[config.mk]
export PLATFORM = sky130hd
export DESIGN_NAME = dac_write_host
export DESIGN_NICKNAME = d
export VERILOG_FILES = /design/src/verilog/dac_write_pkg.sv /design/src/verilog/code_stream_if.sv /design/src/verilog/code_skid_buffer.sv /design/src/verilog/dac_write_host.sv /design/src/verilog/half_period_divider.sv
export VERILOG_INCLUDE_DIRS = /design/src /design/src/verilog
export SDC_FILE = /design/constraint.sdc
export NUM_CORES = 1
export LEC_CHECK = 0
export BUFFER_PORTS_ARGS = -buffer_cell sky130_fd_sc_hd__buf_2
export CORE_ASPECT_RATIO = 0.8
export CORE_MARGIN = 4
export CORE_UTILIZATION = 44
export CTS_BUF_LIST = sky130_fd_sc_hd__clkbuf_8
export DETAILED_ROUTE_END_ITERATION = 12
export PLACE_DENSITY = 0.74
export SETUP_SLACK_MARGIN = 0.4
export SLEW_MARGIN = 10
export SYNTH_ARGS = -nofsm -noshare
export SYNTH_HDL_FRONTEND = slang
export SYNTH_HIERARCHICAL = 1
export SYNTH_SLANG_ARGS = --single-unit
[constraint.sdc]
create_clock -name clk_sys -period 1.97 [get_ports clk_sys]
set_input_delay 0.2955 -clock clk_sys [delete_from_list [all_inputs] [get_ports clk_sys]]
set_output_delay 0.2955 -clock clk_sys [all_outputs]
set_load 0.01 [all_outputs]
[src/verilog/dac_write_defines.svh]
// Constants for the serial DAC write controller.
`ifndef DAC_WRITE_DEFINES_SVH
`define DAC_WRITE_DEFINES_SVH
`define CODE_W          12
`define CODE_MSB        11
`define BYTE_W          8
`define HI_NIBBLE_W     4
`define BIT_CNT_W       4
`define BIT_CNT_LAST    4'hB
`define BIT_CNT_ZERO    4'h0
`define HALF_NS         50
`define CLK_NS          5
`define HALF_CYC        ((`HALF_NS + `CLK_NS - 1) / `CLK_NS)
`define DIV_W           8
`define DIV_ZERO        8'h00
`define ADDR_W          16
`define ADDR_SHIFT      16'h8000
`define ADDR_LOAD       16'hA000
`define ADDR_HI_BYTE    16'h0000
`define ADDR_LO_BYTE    16'h0001
`define STROBE_CYC      8
`endif

[src/verilog/dac_write_pkg.sv]
// Types for the serial DAC write controller.
package dac_write_pkg;
   typedef enum logic [2:0] {
      ST_IDLE  = 3'b000,
      ST_LOW   = 3'b001,
      ST_HIGH  = 3'b010,
      ST_LOAD  = 3'b011,
      ST_DONE  = 3'b100
   } wr_state_t;
endpackage

[src/verilog/code_stream_if.sv]
// Valid/ready carrier for one 12-bit code word.
`timescale 1ns/100ps
`default_nettype none
interface code_stream_if;
   logic        valid;
   logic        ready;
   logic [11:0] data;
   modport src (output valid, output data, input ready);
   modport dst (input valid, input data, output ready);
endinterface
`default_nettype wire

[src/verilog/code_skid_buffer.sv]
// Two-entry buffer for code words.
`timescale 1ns/100ps
`default_nettype none
`include "dac_write_defines.svh"
module code_skid_buffer
   import dac_write_pkg::*;
(
   input  wire logic   clk_sys,
   input  wire logic   rst,
   input  wire logic   in_valid,
   output logic        in_ready,
   input  wire logic [`CODE_W-1:0] in_data,
   code_stream_if.src  out
);
   logic [`CODE_W-1:0] mem_ff [2];
   logic [`CODE_W-1:0] nxt_mem [2];
   logic               rd_ff, wr_ff, nxt_rd, nxt_wr;
   logic [1:0]         cnt_ff, nxt_cnt;
   logic               push, pop;

   assign in_ready  = (cnt_ff != 2'h2);
   assign out.valid = (cnt_ff != 2'h0);
   assign out.data  = mem_ff[rd_ff];
   assign push      = in_valid && in_ready;
   assign pop       = out.valid && out.ready;

   always_comb begin
      nxt_mem = mem_ff;
      nxt_wr  = wr_ff;
      nxt_rd  = rd_ff;
      nxt_cnt = cnt_ff;
      if (push) begin
         nxt_mem[wr_ff] = in_data;
         nxt_wr = ~wr_ff;
      end
      if (pop) begin
         nxt_rd = ~rd_ff;
      end
      if (push && !pop) begin
         nxt_cnt = cnt_ff + 2'h1;
      end else if (pop && !push) begin
         nxt_cnt = cnt_ff - 2'h1;
      end
   end

   always_ff @(posedge clk_sys or posedge rst) begin
      if (rst) begin
         mem_ff[0] <= 12'h000;
         mem_ff[1] <= 12'h000;
         rd_ff     <= 1'b0;
         wr_ff     <= 1'b0;
         cnt_ff    <= 2'h0;
      end else begin
         mem_ff <= nxt_mem;
         rd_ff  <= nxt_rd;
         wr_ff  <= nxt_wr;
         cnt_ff <= nxt_cnt;
      end
   end
endmodule
`default_nettype wire

[src/verilog/dac_write_host.sv]
// Host controller that shifts 12-bit codes into a serial DAC and loads them.
// Contract
// - Host drives each serial bit on its own serial output line.
// - One shift clock pulse per decoded write to the clocking address.
// - Write to the transfer address drives the transfer strobe low.
// - Code is held right-justified in two 8-bit working registers.
// - Serial stream is built from successive writes, one bit each.
// - The top data bit of each write is the serial input value.
// - Four MSBs in low nibble of first byte, eight LSBs next.
// - Shift clock pulse on every write to the clocking address.
// - Write to the transfer address pulses the strobe low to update.
// - Strobe stays high until every bit has been shifted.
// - Data and strobe change with the falling edge of shift clock; the strobe's rise and each later word's MSB come with the clock already low.
`timescale 1ns/100ps
`default_nettype none
`include "dac_write_defines.svh"
module dac_write_host
   import dac_write_pkg::*;
(
   input  wire logic               clk_sys,
   input  wire logic               rst,
   input  wire logic               code_valid,
   output logic                    code_ready,
   input  wire logic [`CODE_W-1:0] code_data,
   output logic                    host_serial_out_line,
   output logic                    shift_clk,
   output logic                    load_n,
   output logic [`ADDR_W-1:0]      bus_addr,
   output logic [`BYTE_W-1:0]      bus_wdata,
   output logic                    busy
);
   code_stream_if buf_if ();

   wr_state_t               st_ff, nxt_st;
   logic [`BYTE_W-1:0]      hi_ff, nxt_hi;
   logic [`BYTE_W-1:0]      lo_ff, nxt_lo;
   logic [`BIT_CNT_W-1:0]   bit_ff, nxt_bit;
   logic                    sdo_ff, nxt_sdo;
   logic                    sck_ff, nxt_sck;
   logic                    ld_n_ff, nxt_ld_n;
   logic [`ADDR_W-1:0]      addr_ff, nxt_addr;
   logic [`BYTE_W-1:0]      wdata_ff, nxt_wdata;
   logic [3:0]              ldc_ff, nxt_ldc;
   logic                    tick, run;

   function automatic logic [`BYTE_W-1:0] bit_byte(input logic b);
      bit_byte = {b, 7'h00};
   endfunction

   function automatic logic pick_bit(input logic [`BYTE_W-1:0] hi, input logic [`BYTE_W-1:0] lo,
                                     input logic [`BIT_CNT_W-1:0] idx);
      logic [`CODE_W-1:0] code;
      code = {hi[`HI_NIBBLE_W-1:0], lo};
      pick_bit = code[`CODE_MSB - idx];
   endfunction

   code_skid_buffer u_buf (
      .clk_sys  (clk_sys),
      .rst      (rst),
      .in_valid (code_valid),
      .in_ready (code_ready),
      .in_data  (code_data),
      .out      (buf_if.src)
   );

   assign run = (st_ff != ST_IDLE);

   half_period_divider u_div (
      .clk_sys (clk_sys),
      .rst     (rst),
      .run     (run),
      .tick    (tick)
   );

   assign buf_if.ready         = (st_ff == ST_IDLE);
   assign host_serial_out_line = sdo_ff;
   assign shift_clk            = sck_ff;
   assign load_n               = ld_n_ff;
   assign bus_addr             = addr_ff;
   assign bus_wdata            = wdata_ff;
   assign busy                 = run;

   always_comb begin
      nxt_st    = st_ff;
      nxt_hi    = hi_ff;
      nxt_lo    = lo_ff;
      nxt_bit   = bit_ff;
      nxt_sdo   = sdo_ff;
      nxt_sck   = sck_ff;
      nxt_ld_n  = ld_n_ff;
      nxt_addr  = addr_ff;
      nxt_wdata = wdata_ff;
      nxt_ldc   = ldc_ff;
      unique case (st_ff)
         ST_IDLE: begin
            if (buf_if.valid) begin
               nxt_hi    = {4'h0, buf_if.data[`CODE_W-1:`BYTE_W]};
               nxt_lo    = buf_if.data[`BYTE_W-1:0];
               nxt_bit   = `BIT_CNT_ZERO;
               nxt_sdo   = buf_if.data[`CODE_MSB];
               nxt_wdata = bit_byte(buf_if.data[`CODE_MSB]);
               nxt_addr  = `ADDR_SHIFT;
               nxt_sck   = 1'b0;
               nxt_st    = ST_LOW;
            end
         end
         ST_LOW: begin
            if (tick) begin
               nxt_sck = 1'b1;
               nxt_st  = ST_HIGH;
            end
         end
         ST_HIGH: begin
            if (tick) begin
               nxt_sck = 1'b0;
               if (bit_ff == `BIT_CNT_LAST) begin
                  nxt_ld_n = 1'b0;
                  nxt_addr = `ADDR_LOAD;
                  nxt_ldc  = 4'h0;
                  nxt_st   = ST_LOAD;
               end else begin
                  nxt_bit   = bit_ff + 4'h1;
                  nxt_sdo   = pick_bit(hi_ff, lo_ff, bit_ff + 4'h1);
                  nxt_wdata = bit_byte(pick_bit(hi_ff, lo_ff, bit_ff + 4'h1));
                  nxt_st    = ST_LOW;
               end
            end
         end
         ST_LOAD: begin
            nxt_ldc = ldc_ff + 4'h1;
            if (ldc_ff == 4'(`STROBE_CYC - 1)) begin
               nxt_ld_n = 1'b1;
               nxt_st   = ST_DONE;
            end
         end
         ST_DONE: begin
            nxt_addr = `ADDR_HI_BYTE;
            nxt_st   = ST_IDLE;
         end
         default: begin
            nxt_st = ST_IDLE;
         end
      endcase
   end

   always_ff @(posedge clk_sys or posedge rst) begin
      if (rst) begin
         st_ff    <= ST_IDLE;
         hi_ff    <= 8'h00;
         lo_ff    <= 8'h00;
         bit_ff   <= 4'h0;
         sdo_ff   <= 1'b1;
         sck_ff   <= 1'b1;
         ld_n_ff  <= 1'b1;
         addr_ff  <= 16'h0000;
         wdata_ff <= 8'h00;
         ldc_ff   <= 4'h0;
      end else begin
         st_ff    <= nxt_st;
         hi_ff    <= nxt_hi;
         lo_ff    <= nxt_lo;
         bit_ff   <= nxt_bit;
         sdo_ff   <= nxt_sdo;
         sck_ff   <= nxt_sck;
         ld_n_ff  <= nxt_ld_n;
         addr_ff  <= nxt_addr;
         wdata_ff <= nxt_wdata;
         ldc_ff   <= nxt_ldc;
      end
   end

   property p_load_only_clock_low;
      @(posedge clk_sys) disable iff (rst) !load_n |-> !shift_clk;
   endproperty
   a_load_only_clock_low: assert property (p_load_only_clock_low) else $error("Strobe low with clock high.");

   property p_data_stable_high;
      @(posedge clk_sys) disable iff (rst) (shift_clk && $past(shift_clk)) |-> $stable(host_serial_out_line);
   endproperty
   a_data_stable_high: assert property (p_data_stable_high) else $error("Data changed while clock high.");

   property p_strobe_after_fall;
      @(posedge clk_sys) disable iff (rst) $fell(load_n) |-> $fell(shift_clk);
   endproperty
   a_strobe_after_fall: assert property (p_strobe_after_fall) else $error("Strobe not on clock fall.");

   property p_data_on_fall;
      @(posedge clk_sys) disable iff (rst) ($changed(host_serial_out_line) && st_ff != ST_LOW) |-> 0;
   endproperty
   a_data_on_fall: assert property (p_data_on_fall) else $error("Data changed outside a fall.");

   property p_rise_after_low;
      @(posedge clk_sys) disable iff (rst) $rose(shift_clk) |-> addr_ff == `ADDR_SHIFT;
   endproperty
   a_rise_after_low: assert property (p_rise_after_low) else $error("Clock rise outside clock address.");

   property p_load_addr;
      @(posedge clk_sys) disable iff (rst) !load_n |-> addr_ff == `ADDR_LOAD;
   endproperty
   a_load_addr: assert property (p_load_addr) else $error("Strobe low outside load address.");

   property p_load_width;
      @(posedge clk_sys) disable iff (rst) $fell(load_n) |-> !load_n [*8] ##1 load_n;
   endproperty
   a_load_width: assert property (p_load_width) else $error("Strobe width wrong.");

   property p_wdata_bit;
      @(posedge clk_sys) disable iff (rst) run |-> bus_wdata[7] == host_serial_out_line;
   endproperty
   a_wdata_bit: assert property (p_wdata_bit) else $error("Bus bit differs from serial line.");

   property p_first_bit;
      @(posedge clk_sys) disable iff (rst) (st_ff == ST_IDLE && buf_if.valid)
         |=> host_serial_out_line == $past(buf_if.data[11]);
   endproperty
   a_first_bit: assert property (p_first_bit) else $error("First bit is not the MSB.");

   c_word:  cover property (@(posedge clk_sys) disable iff (rst) $rose(load_n));
   c_stall: cover property (@(posedge clk_sys) disable iff (rst) code_valid && !code_ready);
   c_back:  cover property (@(posedge clk_sys) disable iff (rst) st_ff == ST_DONE && buf_if.valid);
endmodule
`default_nettype wire

[src/verilog/half_period_divider.sv]
// Enable divider giving one pulse per half shift-clock period.
`timescale 1ns/100ps
`default_nettype none
`include "dac_write_defines.svh"
module half_period_divider (
   input  wire logic clk_sys,
   input  wire logic rst,
   input  wire logic run,
   output logic      tick
);
   logic [`DIV_W-1:0] cnt_ff, nxt_cnt;
   localparam logic [`DIV_W-1:0] LAST = 8'(`HALF_CYC - 1);

   assign tick = run && (cnt_ff == LAST);

   always_comb begin
      nxt_cnt = `DIV_ZERO;
      if (run && cnt_ff != LAST) begin
         nxt_cnt = cnt_ff + 8'h01;
      end
   end

   always_ff @(posedge clk_sys or posedge rst) begin
      if (rst) begin
         cnt_ff <= `DIV_ZERO;
      end else begin
         cnt_ff <= nxt_cnt;
      end
   end
endmodule
`default_nettype wire
# Yosys cells after proc, flatten, opt, wreduce, memory -nomap -nowiden
# Cells that the tools add are included.
# W data, S select, Z words.
[op_classes]
n_addsub = 6
mul = 0
div = 0
n_lt_le_gt_ge = 4
n_eq_ne = 15
shift = 0
mux = 44
bitwise = 4
n_reduce_logical = 24
[ops]
columns = ["operator", "n"]
rows = [
  ["$mux W12", 4],
  ["$mux W16", 3],
  ["$pmux W16 S3", 1],
  ["$lt A32 B5 Y1 const B", 1],
  ["$mux W8", 4],
  ["$bwmux W24", 1],
  ["$mux W4", 5],
  ["$reduce_and A4 Y1", 5],
  ["$pmux W4 S2", 2],
  ["$pmux W8 S2", 1],
  ["$demux W12 S1", 1],
  ["$mux W3", 4],
  ["$ne A2 B2 Y1 const B", 6],
  ["$pmux W3 S4", 1],
  ["$mux W1", 10],
  ["$reduce_bool A3 Y1", 3],
  ["$add A4 B1 Y4 const B", 2],
  ["$add A8 B1 Y8 const B", 1],
  ["$eq A8 B4 Y1 const B", 1],
  ["$ne A8 B4 Y1 const B", 1],
  ["$reduce_bool A2 Y1", 4],
  ["$logic_and A1 B1 Y1", 7],
  ["$eq A3 B2 Y1 const B", 2],
  ["$mux W2", 3],
  ["19 further kinds", 24],
]
[totals]
reg_bits = 86
latch_bits = 0
mem_bits_rw = 0
mem_bits_ro = 0
input_bits = 15
word_cells = 113
memories = 0

# Longest topological paths before layout
# Gate-level depths: netlist (run 1).
[depth]
word_depth = 7
mapped_depth = 10
ltp_nobuf = 9

# Cells and area by module
# Netlist (run 1), hierarchy kept.
[modules_own_cells]
columns = ["module", "n_inst", "cells_per_inst", "area_per_inst_um2", "seq_area_each_um2"]
rows = [
  ["dac_write_host", 1, 178, 1783.0, 729.4],
  ["code_skid_buffer", 1, 81, 1306.3, 700.7],
  ["half_period_divider", 1, 41, 401.6, 200.2],
]

# Worst setup path after synthesis (run 1)
# No wires, ideal clock.
[synth_timing]
kind = "register to register"
from = "register u_div.cnt_ff[5]"
to = "register wdata_ff[7], in the netlist bus_wdata[7]"
setup_ns = 0.131
arrival_time_ns = 1.897
required_time_ns = 1.839
path_slack_ns = -0.058
path_stages_with_launch = 6
n_path_buf = 0
period_less_slack_ns = 2.028
cell_sequence = "dfrtp_1 or3_1 nor3_1 nand4_1 o41ai_2 a21oi_1"
[synth_via]
elab_chain_cells = 4
[synth_rtl]
columns = ["element", "line", "rtl"]
rows = [
  ["start: declaration", "half_period_divider.sv:11", "logic [`DIV_W-1:0] cnt_ff, nxt_cnt;"],
  ["start signal: assignment", "half_period_divider.sv:25", "cnt_ff <= `DIV_ZERO;"],
  ["start signal: assignment", "half_period_divider.sv:27", "cnt_ff <= nxt_cnt;"],
  ["$eq A8 B4 Y1", "half_period_divider.sv:14", "assign tick = run && (cnt_ff == LAST);"],
  ["$logic_and A1 B1 Y1", "half_period_divider.sv:14", ""],
  ["via tick", "dac_write_host.sv:44", "logic tick, run;"],
  ["$ne A2 B2 Y1 (no source line)", "--", ""],
  ["$reduce_and A4 Y1 (no source line)", "--", ""],
  ["end signal: assignment", "dac_write_host.sv:167", "wdata_ff <= nxt_wdata;"],
  ["end: declaration", "dac_write_host.sv:42", "logic [`BYTE_W-1:0] wdata_ff, nxt_wdata;"],
]
# The timed path passes the listed nets, and every way through them passes these cells.
# A chain may end at the register's enable or synchronous reset.

# Worst setup path after layout (run 1)
[layout_timing]
from = "register bit_ff[0]"
to = "register wdata_ff[7], in the netlist bus_wdata[7]"
[layout_via]
elab_chain_cells = 7
word_cells_on_any_way = 10
classes_between = "add/sub: 2; eq/ne: 2; mux: 5; reduce/logical: 1"
[layout_rtl]
columns = ["element", "line", "rtl"]
rows = [
  ["start: declaration", "dac_write_host.sv:37", "logic [`BIT_CNT_W-1:0] bit_ff, nxt_bit;"],
  ["start signal: assignment", "dac_write_host.sv:162", "bit_ff <= nxt_bit;"],
  ["$add A4 B1 Y4", "dac_write_host.sv:124", "nxt_wdata = bit_byte(pick_bit(hi_ff, lo_ff, bit_ff + 4'h1));"],
  ["$sub A4 B4 Y5 (no source line)", "--", ""],
  ["$bmux W1 S4", "dac_write_host.sv:54", "pick_bit = code[`CODE_MSB - idx];"],
  ["$mux W1", "dac_write_host.sv:54", ""],
  ["$mux W8", "dac_write_host.sv:116", "if (bit_ff == `BIT_CNT_LAST) begin"],
  ["$mux W8", "dac_write_host.sv:114", "if (tick) begin"],
  ["$pmux W8 S2", "dac_write_host.sv:94", "unique case (st_ff)"],
]
# Parallel ways exist; a longest one is shown, timed or not. The select of a mux whose other input is x is not followed.

==> flow_summary.ini, run 1 <==
[synthesis]
synthCells = 300
synth-compound-area-share_pct = 7.85
synth_most_common_cell = dfrtp_1
synth_warnings = 6
synth_xor_area_share_pct = 2.51
synth-adder-area-share_pct = 1.79
avgSynthCellArea_um2 = 11.6
synth_ff_type = dfrtp_1
yosysUniqueCellTypes = 58
synth_top_area_share_pct = 44.4
synthSimpleGateAreaFrac_pct = 12.1
syn_area_um2 = 3490
postSynth.asyncResetShare_pct = 100
synth_edf_count = 0
seq_area_frac_synth_pct = 46.7
yosys-top-cells-area = dfrtp_1, mux2_2, buf_4
synth_top_family_by_area = multiplexers
synth_area_leader_cell = dfrtp_1
synthTopCellsByCount = dfrtp_1, mux2_2, buf_4, nor2_1
synth_mux_area_share_pct = 19.7
synth-seq-cells = 65

[place]
gp_congestion = 0.842
dpl.hpwl_um = 4650
port_buffers = 22

[global_route]
antenna_found_initial = 0
grt_usage_pct = 15.5
grt_max_degree = 30
grt_pass1_wl_um = 11500
grt_overflow = 0
grt_pass1_vias = 2427

[sta]
setup_violations = 0
finalMaxSlewViolations = 0
finalCritPeriodShare_pct = 96.6
min_period_ns = 1.90
fin_hold_ws_ns = 0.197
finalClockSkew_ns = 0.00872
max_freq_ghz = 0.525
fin_setup_tns_ns = 0
hold_violations = 0
rsz0062_at_grt = true

[worst_setup_path]
cp_max_fo = 8
cp_data_required_time_ns = 2.18
critPathKind = flip-flop to flip-flop
arrival_ns = 2.12
cp-end-kind = flip-flop
startpoint_type = flip-flop

[floorplanning]
ios = 44
dieArea_um2 = 9430
die_y_um = 87.7
dieWidth_um = 108
start_util_pct = 46.1
row_count = 28
core_um2 = 7570

[final_layout]
fin_util_pct = 54.7
syn_to_final_growth_pct = 18.5
antenna_cells = 0
layout.nets = 370
layout-drive-gt1-share_pct = 43.2

[detailed_routing]
ant_nets = 0
dr.pass1.iters = 4
drt-initial-drc-count = 91
vias = 2366
drc = 0
wl_um = 6830
post_drt_wl_per_cell_um = 14.9
viasPerCell = 5.15

[clock_network]
clkSinkCount = 65
clkLatencyLatePin_ns = 0.34
clk_pin_slew_ns = 0.07
root_buffer = clkbuf_8
cts_tree = yes
cts_buffers = 9
ctsHtreeMaxLevel = 3
clockBufferDepth = 2

[power]
vdd_ir_drop_max_mv = 0.649
powerDensity_nw_per_um2 = 930
power_leakage_uw = 0.00192

[flow_run]
maxCapViolCount = 0

[worst_hold_path]
hold_class = primary input to flip-flop

[status]
status = finished clean
[worst paths after layout]
path,depth (start not counted),slack [ns],start,endpoint
max reg2reg,6,0.07,bit_ff[0],bus_wdata[7]
min reg2reg,1,0.49,shift_clk,shift_clk
max in group asynchronous,4,1.04,rst,load_n
min,2,0.20,code_data[7],u_buf/mem_ff[19]
max,6,0.07,bit_ff[0],bus_wdata[7]
min in group asynchronous,3,0.47,rst,u_div/cnt_ff[0]
[sequential cells by signal, indices dropped and copies added, names as in the netlist]
signal / count
bus_addr: 2
shift_clk: 1
u_buf/wr_ff: 1
bit_ff: 4
ldc_ff: 4
lo_ff: 8
u_buf/rd_ff: 1
load_n: 1
u_buf/mem_ff: 24
st_ff: 3
hi_ff: 4
u_div/cnt_ff: 8
host_serial_out_line: 1
bus_wdata: 1
u_buf/cnt_ff: 2
[placed cells by master, fill, tap and decap left out, drive strengths merged, types with 2 or more instances in the layout]
cell type	n
xnor2	3
nand3	8
mux2	54
nand2	15
a21oi	14
dfrtp	62
nand2b	2
nand4	5
dfstp	3
or3	5
inv	15
mux2i	3
conb	21
xor2	7
nand3b	4
a31oi	3
o22ai	2
clkbuf	12
nor2b	2
nor3	4
ha	5
and2	3
nor2	19
o21ai	11
buf	51
[per-layer routing]
metal  share of wire [%]  vias up  GRT usage, %
met3                 4.2       16          5.38
met2                  48       59          25.3
li1                    -     1112             -
met4                 1.9        0          5.73
met5                   0        -             0
met1                  46     1179          19.3
[critical path: stages (launching register included)]
cell and delay, ns:
dfrtp_1 0.41, ha_4 0.36, mux2_4 0.32, mux2i_1 0.16, o22ai_1 0.13, o41ai_2 0.27, a21oi_1 0.12
[cells by family after synthesis]
| logic type | after synthesis |
|---|---|
| AOI/OAI and AO/OA | 42 |
| xor gates and xnor gates | 10 |
| adders and majority gates | 5 |
| buffers and inverters | 47 |
| DFF | 65 |
| muxes | 57 |
| other | 1 |
| and+or+nand+nor | 73 |
[power by group]
| part | total [uW] | switching (uW) | internal, uW |
|---|---|---|---|
| sequential | 1770 | 142 | 1630 |
| combinational | 1050 | 402 | 652 |
| clock | 1030 | 482 | 546 |
| total | 3850 | 1030 | 2820 |
[layout make-up]
class,count,area (um^2)
Fill cell,659,3430
Multi-Input combinational cell,208,1790
Sequential cell,65,1630
Timing Repair Buffer,52,353
Clock buffer,12,165
Tap cell,105,131
Inverter,14,52.6
Clock inverter,3,16.3
[per-stage QoR]
step	instances	total power, uW	area, um^2	setup slack (ns)
after floorplan	320	2590	3610	0.131
after global placement	429	2650	3690	0.00647
after detailed placement	429	2700	3690	-0.0484
after CTS	453	3820	4020	0.0882
after global routing	459	4080	4140	0.00476
final	459	3850	4140	0.0666
[what timing repair did]
item	CTS	global route
endpoints found under the hold margin	8	0
setup buffers	8	6
hold buffers	1	0
gates resized for setup	18	18
endpoints found under the setup margin	24	27
pin swaps	8	12
Power figures use the tool's default switching activity.
==> run 2: changes to the inputs <==
--- a/config.mk
+++ b/config.mk
@@ -9,10 +9,11 @@
 export BUFFER_PORTS_ARGS = -buffer_cell sky130_fd_sc_hd__buf_2
 export CORE_ASPECT_RATIO = 0.8
 export CORE_MARGIN = 4
-export CORE_UTILIZATION = 44
-export CTS_BUF_LIST = sky130_fd_sc_hd__clkbuf_8
+export CORE_UTILIZATION = 23
+export CTS_BUF_LIST = sky130_fd_sc_hd__clkbuf_4 sky130_fd_sc_hd__clkbuf_8
+export CTS_CLUSTER_SIZE = 24
 export DETAILED_ROUTE_END_ITERATION = 12
-export PLACE_DENSITY = 0.74
+export PLACE_DENSITY = 0.48
 export SETUP_SLACK_MARGIN = 0.4
 export SLEW_MARGIN = 10
 export SYNTH_ARGS = -nofsm -noshare
==> run 2 against run 1 <==
  * Cell count grew 18%
  * Routed wire length is 5.7% higher
  * Sequential share of layout area is 2.2 points lower
  * Combinational power hardly changed
  * Clock skew decreased by 0.0014 ns
  * Die area grew 83%
  * Utilization down 25 points
  * Non-clock buffer count grew 3
  * Register-to-register slack gained 0.07 ns
  * Critical path depth rose by 1
  * Critical path type unchanged
  * Highest routed layer unchanged
==> flow_summary.ini, run 2 (synthesis results as in run 1) <==
[clock_network]
clkLatencyLatePin_ns = 0.35
cts_buffers = 9
clkSinkCount = 65
root_buffer = clkbuf_8
ctsHtreeMaxLevel = 3
clk_pin_slew_ns = 0.07
cts_tree = yes
clockBufferDepth = 2

[floorplanning]
row_count = 39
dieWidth_um = 146
ios = 44
die_y_um = 118
start_util_pct = 23.9
core_um2 = 14600
dieArea_um2 = 17200

[final_layout]
layout.nets = 373
final_cell_mix = dfrtp_1, mux2_4, mux2_2
fillCellCount = 1461
mostFrequentLayoutCell = dfrtp_1
multiInputGateArea_um2 = 1820
top_register = u_buf/mem_ff
largest_reg_flops = 24
regArea_um2 = 1630
fin_cells = 542
syn_to_final_growth_pct = 25.3
fin_util_pct = 30.0
antenna_cells = 0
largestRegisters = u_buf/mem_ff x24, lo_ff x8, u_div/cnt_ff x8
layout-drive-gt1-share_pct = 46.9
finalInstanceArea_um2 = 4370

[worst_hold_path]
hold_class = primary input to flip-flop
whs_path_depth = 2
hold_start = code_data[10]
holdPathEnd = u_buf/mem_ff[10]

[worst_setup_path]
crit_cells = 7
startpoint_type = flip-flop
critPathKind = flip-flop to flip-flop
rr_endpoint = ldc_ff[3]
rr_startpoint = u_div/cnt_ff[6]
cp-end-kind = flip-flop
crit_chain = or3_4, nor3_4, nand4b_1, a21oi_2, nand4_1, xor2_1, nor2_1
cp_data_required_time_ns = 2.24
crit_slowest_cell = or3_4
cp_max_fo = 4
ff2ff_setup_slack_ns = 0.14
slowest_delay_ns = 0.41
r2r_cells = 7
arrival_ns = 2.11
crit_buf_inv = 0
crit_family = simple AND/OR/NAND/NOR gates

[detailed_routing]
vias = 2316
ant_nets = 0
viasPerCell = 4.27
dr.pass1.iters = 4
drc = 0
post_drt_wl_per_cell_um = 13.3
wl_um = 7220
drt-initial-drc-count = 87

[sta]
finalCritPeriodShare_pct = 93.0
rsz0062_at_grt = true
fin_setup_tns_ns = 0
min_period_ns = 1.83
hold_violations = 0
finalClockSkew_ns = 0.00737
finalMaxSlewViolations = 0
max_freq_ghz = 0.546
setup_violations = 0

[place]
postPlaceCellArea_um2 = 3800
port_buffers = 22
gp_congestion = 0.734
dpl.hpwl_um = 5010
dp_cells = 510

[status]
status = finished clean

[power]
vdd_ir_drop_max_mv = 0.621
powerDensity_nw_per_um2 = 936
totalPowerFinal_uw = 4090
power_leakage_uw = 0.00195

[flow_run]
maxCapViolCount = 0

[global_route]
grt_pass1_wl_um = 11900
grt_pass1_vias = 2384
antenna_found_initial = 0
grt_usage_pct = 8.42
grt_max_degree = 30
grt_overflow = 0
-- run 2: metal layers --
| metal | wire length (um) | track usage [%] |
|---|---|---|
| met1 | 3570 | 11.1 |
| met2 | 3270 | 13.0 |
| met5 | 0 | 0 |
| met4 | 74 | 2.37 |
| met3 | 316 | 3.18 |
-- run 2: metrics by stage --
step | setup slack [ns] | hold WS (ns)
final | 0.138 | 0.189
after global routing | 0.0256 | 0.179
after CTS | 0.110 | 0.171
after detailed placement | -0.0416 | 0.287
after global placement | -0.0307 | 0.275
after floorplan | 0.131 | 0.111
-- run 2: worst max path at each step --
stage | startpoint | endpoint | slack (ns)
final | u_div/cnt_ff[6] | ldc_ff[3] | 0.14
after global routing | bit_ff[0] | bus_wdata[7] | 0.03
after CTS | u_div/cnt_ff[6] | ldc_ff[3] | 0.11
after detailed placement | bit_ff[1] | bus_wdata[7] | -0.04
after global placement | bit_ff[0] | bus_wdata[7] | -0.03
after floorplan | bit_ff[1] | bus_wdata[7] | 0.13
-- run 2: where the power goes --
group	internal [uW]	switching, uW
combinational	629	394
clock	777	523
sequential	1620	147
total	3030	1060
-- run 2: layout make-up --
class | count | area share (%)
clock inverters | 5 | 1.77
clock buffers | 11 | 3.46
inverters | 14 | 1.20
flip-flops and latches | 65 | 37.3
multi-input cells | 208 | 41.7
repair buffers | 55 | 9.33
well taps | 184 | 5.26
-- run 2: timing repair --
item,4_1_cts,5_1_grt
resized for setup,24,26
setup endpoints to repair,27,28
hold endpoints to repair,8,0
pin swaps,19,19
hold buffers,1,0
gates cloned,0,1
buffers inserted,10,4
==> run 3: changes to the inputs <==
--- a/config.mk
+++ b/config.mk
@@ -13,7 +13,7 @@
 export CTS_BUF_LIST = sky130_fd_sc_hd__clkbuf_4 sky130_fd_sc_hd__clkbuf_8
 export CTS_CLUSTER_SIZE = 24
 export DETAILED_ROUTE_END_ITERATION = 12
-export PLACE_DENSITY = 0.48
+export PLACE_DENSITY_LB_ADDON = 0.12
 export SETUP_SLACK_MARGIN = 0.4
 export SLEW_MARGIN = 10
 export SYNTH_ARGS = -nofsm -noshare
==> run 3 against run 2 <==
  * Total power shrank 2.2%
  * Highest routed layer unchanged
  * Clock-buffer cell count shrank 1
  * Maximum frequency shrank 2.9%
  * Global-route usage grew 0.53 points
  * Largest power group unchanged
  * Flip-flop and latch count is the same
  * Die area is the same
  * Routed wire length grew 3.2%
  * Worst hold slack lost 0.0012 ns
  * Cell count shrank 0.18%
  * Final area shrank 0.60%
==> flow_summary.ini, run 3 (synthesis results as in run 1) <==
[status]
status = finished clean

[final_layout]
syn_to_final_growth_pct = 24.5
final_cell_mix = dfrtp_1, mux2_4, mux2_2
fillCellCount = 1529
layout.nets = 372
largest_reg_flops = 24
mostFrequentLayoutCell = dfrtp_1
antenna_cells = 0
layout-drive-gt1-share_pct = 47.6
fin_cells = 541
top_register = u_buf/mem_ff
largestRegisters = u_buf/mem_ff x24, lo_ff x8, u_div/cnt_ff x8
fin_util_pct = 29.8

[worst_setup_path]
crit_buf_inv = 0
startpoint_type = flip-flop
critPathKind = flip-flop to flip-flop
cp_max_fo = 8
arrival_ns = 2.11
slowest_delay_ns = 0.41
crit_slowest_cell = dfrtp_1
cp_data_required_time_ns = 2.19
crit_family = compound AO/OA/AOI/OAI gates
crit_chain = ha_4, mux2_4, mux2i_1, o22ai_1, o41ai_2, a21oi_1
cp-end-kind = flip-flop

[sta]
finalMaxSlewViolations = 0
finalClockSkew_ns = 0.00612
setup_violations = 0
rsz0062_at_grt = true
min_period_ns = 1.89
fin_setup_tns_ns = 0
hold_violations = 0
worst_slack_ns = 0.0820
finalCritPeriodShare_pct = 95.8
max_freq_ghz = 0.530

[detailed_routing]
wl_um = 7460
ant_nets = 0
viasPerCell = 4.26
drt-initial-drc-count = 73
post_drt_wl_per_cell_um = 13.8
drc = 0
dr.pass1.iters = 4
vias = 2307

[floorplanning]
start_util_pct = 23.9
die_y_um = 118
dieWidth_um = 146
core_um2 = 14600
ios = 44
dieArea_um2 = 17200
row_count = 39

[global_route]
grt_max_degree = 30
grt_overflow = 0
antenna_found_initial = 0
grt_pass1_vias = 2343
grt_pass1_wl_um = 12400
grt_usage_pct = 8.95

[power]
internal-power_uw = 2940
clkPwrFrac_pct = 31.3
power_leakage_uw = 0.00194
seqPwrFrac_pct = 44.4
pwr-share-comb_pct = 24.3
switching_power_uw = 1060
switching_share_pct = 26.5
powerDensity_nw_per_um2 = 921
vdd_ir_drop_max_mv = 0.745

[clock_network]
clk_pin_slew_ns = 0.07
clockBufferDepth = 2
ctsHtreeMaxLevel = 3
cts_buffers = 9
clkLatencyLatePin_ns = 0.34
root_buffer = clkbuf_8
clkSinkCount = 65
cts_tree = yes

[place]
port_buffers = 22
gp_congestion = 0.762
place_ws_ns = -0.107
dp_cells = 511
dpl.hpwl_um = 5210

[flow_run]
maxCapViolCount = 0

[worst_hold_path]
hold_class = primary input to flip-flop
run 3: cell count changes in the layout (fill, tap and decap cells not counted), sizes merged:
| cell | before | now |
|---|---|---|
| clkbuf | 12 | 10 |
| clkinv | 2 | 3 |
run 3: layer usage:
layer / up-vias / share of wire [%] / wire [um] / GRT usage, %
met4: 0 / 1.6 / 120 / 2.85
met3: 11 / 3.8 / 285 / 2.83
met5: - / 0 / 0 / 0
met1: 1138 / 51 / 3830 / 12.5
li1: 1114 / - / - / -
met2: 44 / 43 / 3220 / 13.2
run 3: area by class of cell:
type	count	area [um^2]	area share (%)
Timing Repair Buffer	54	384	8.84
Multi-Input combinational cell	208	1840	42.2
Sequential cell	65	1630	37.5
Tap cell	184	230	5.30
Clock inverter	6	82.6	1.90
Clock buffer	10	131	3.02
Inverter	14	52.6	1.21
run 3: power groups by stage:
stage / sequential, uW / combinational (uW) / clock (uW)
final: 1780 / 971 / 1250
after CTS: 1780 / 944 / 1310
after detailed placement: 1800 / 912 / 0
after global placement: 1800 / 898 / 0
after floorplan: 1760 / 834 / 0
after global routing: 1810 / 1080 / 1380
run 3: path summary, 6_finish.rpt:
path / start / end / slack [ns] / cells past startpoint
max: bit_ff[1] / bus_wdata[7] / 0.08 / 6
min reg2reg: shift_clk / shift_clk / 0.49 / 1
min in group asynchronous: rst / u_div/cnt_ff[7] / 0.47 / 3
min: code_data[2] / u_buf/mem_ff[2] / 0.19 / 2
max in group asynchronous: rst / shift_clk / 1.04 / 4
max reg2reg: bit_ff[1] / bus_wdata[7] / 0.08 / 6
run 3: timing repair:
item,in CTS,in global routing
hold buffers,1,0
hold endpoints to repair,8,0
gates resized for setup,14,38
endpoints found under the setup margin,28,29
pin swaps,9,12
buffers inserted,4,9
run 3: metrics by stage:
step           power (uW)  hold WS [ns]  area (um^2)
6_report             4000         0.188         4350
5_1_grt              4270         0.174         4350
4_1_cts              4030         0.169         4120
3_5_place_dp         2710         0.301         3810
3_3_place_gp         2690         0.309         3810
2_1_floorplan        2590         0.111         3610
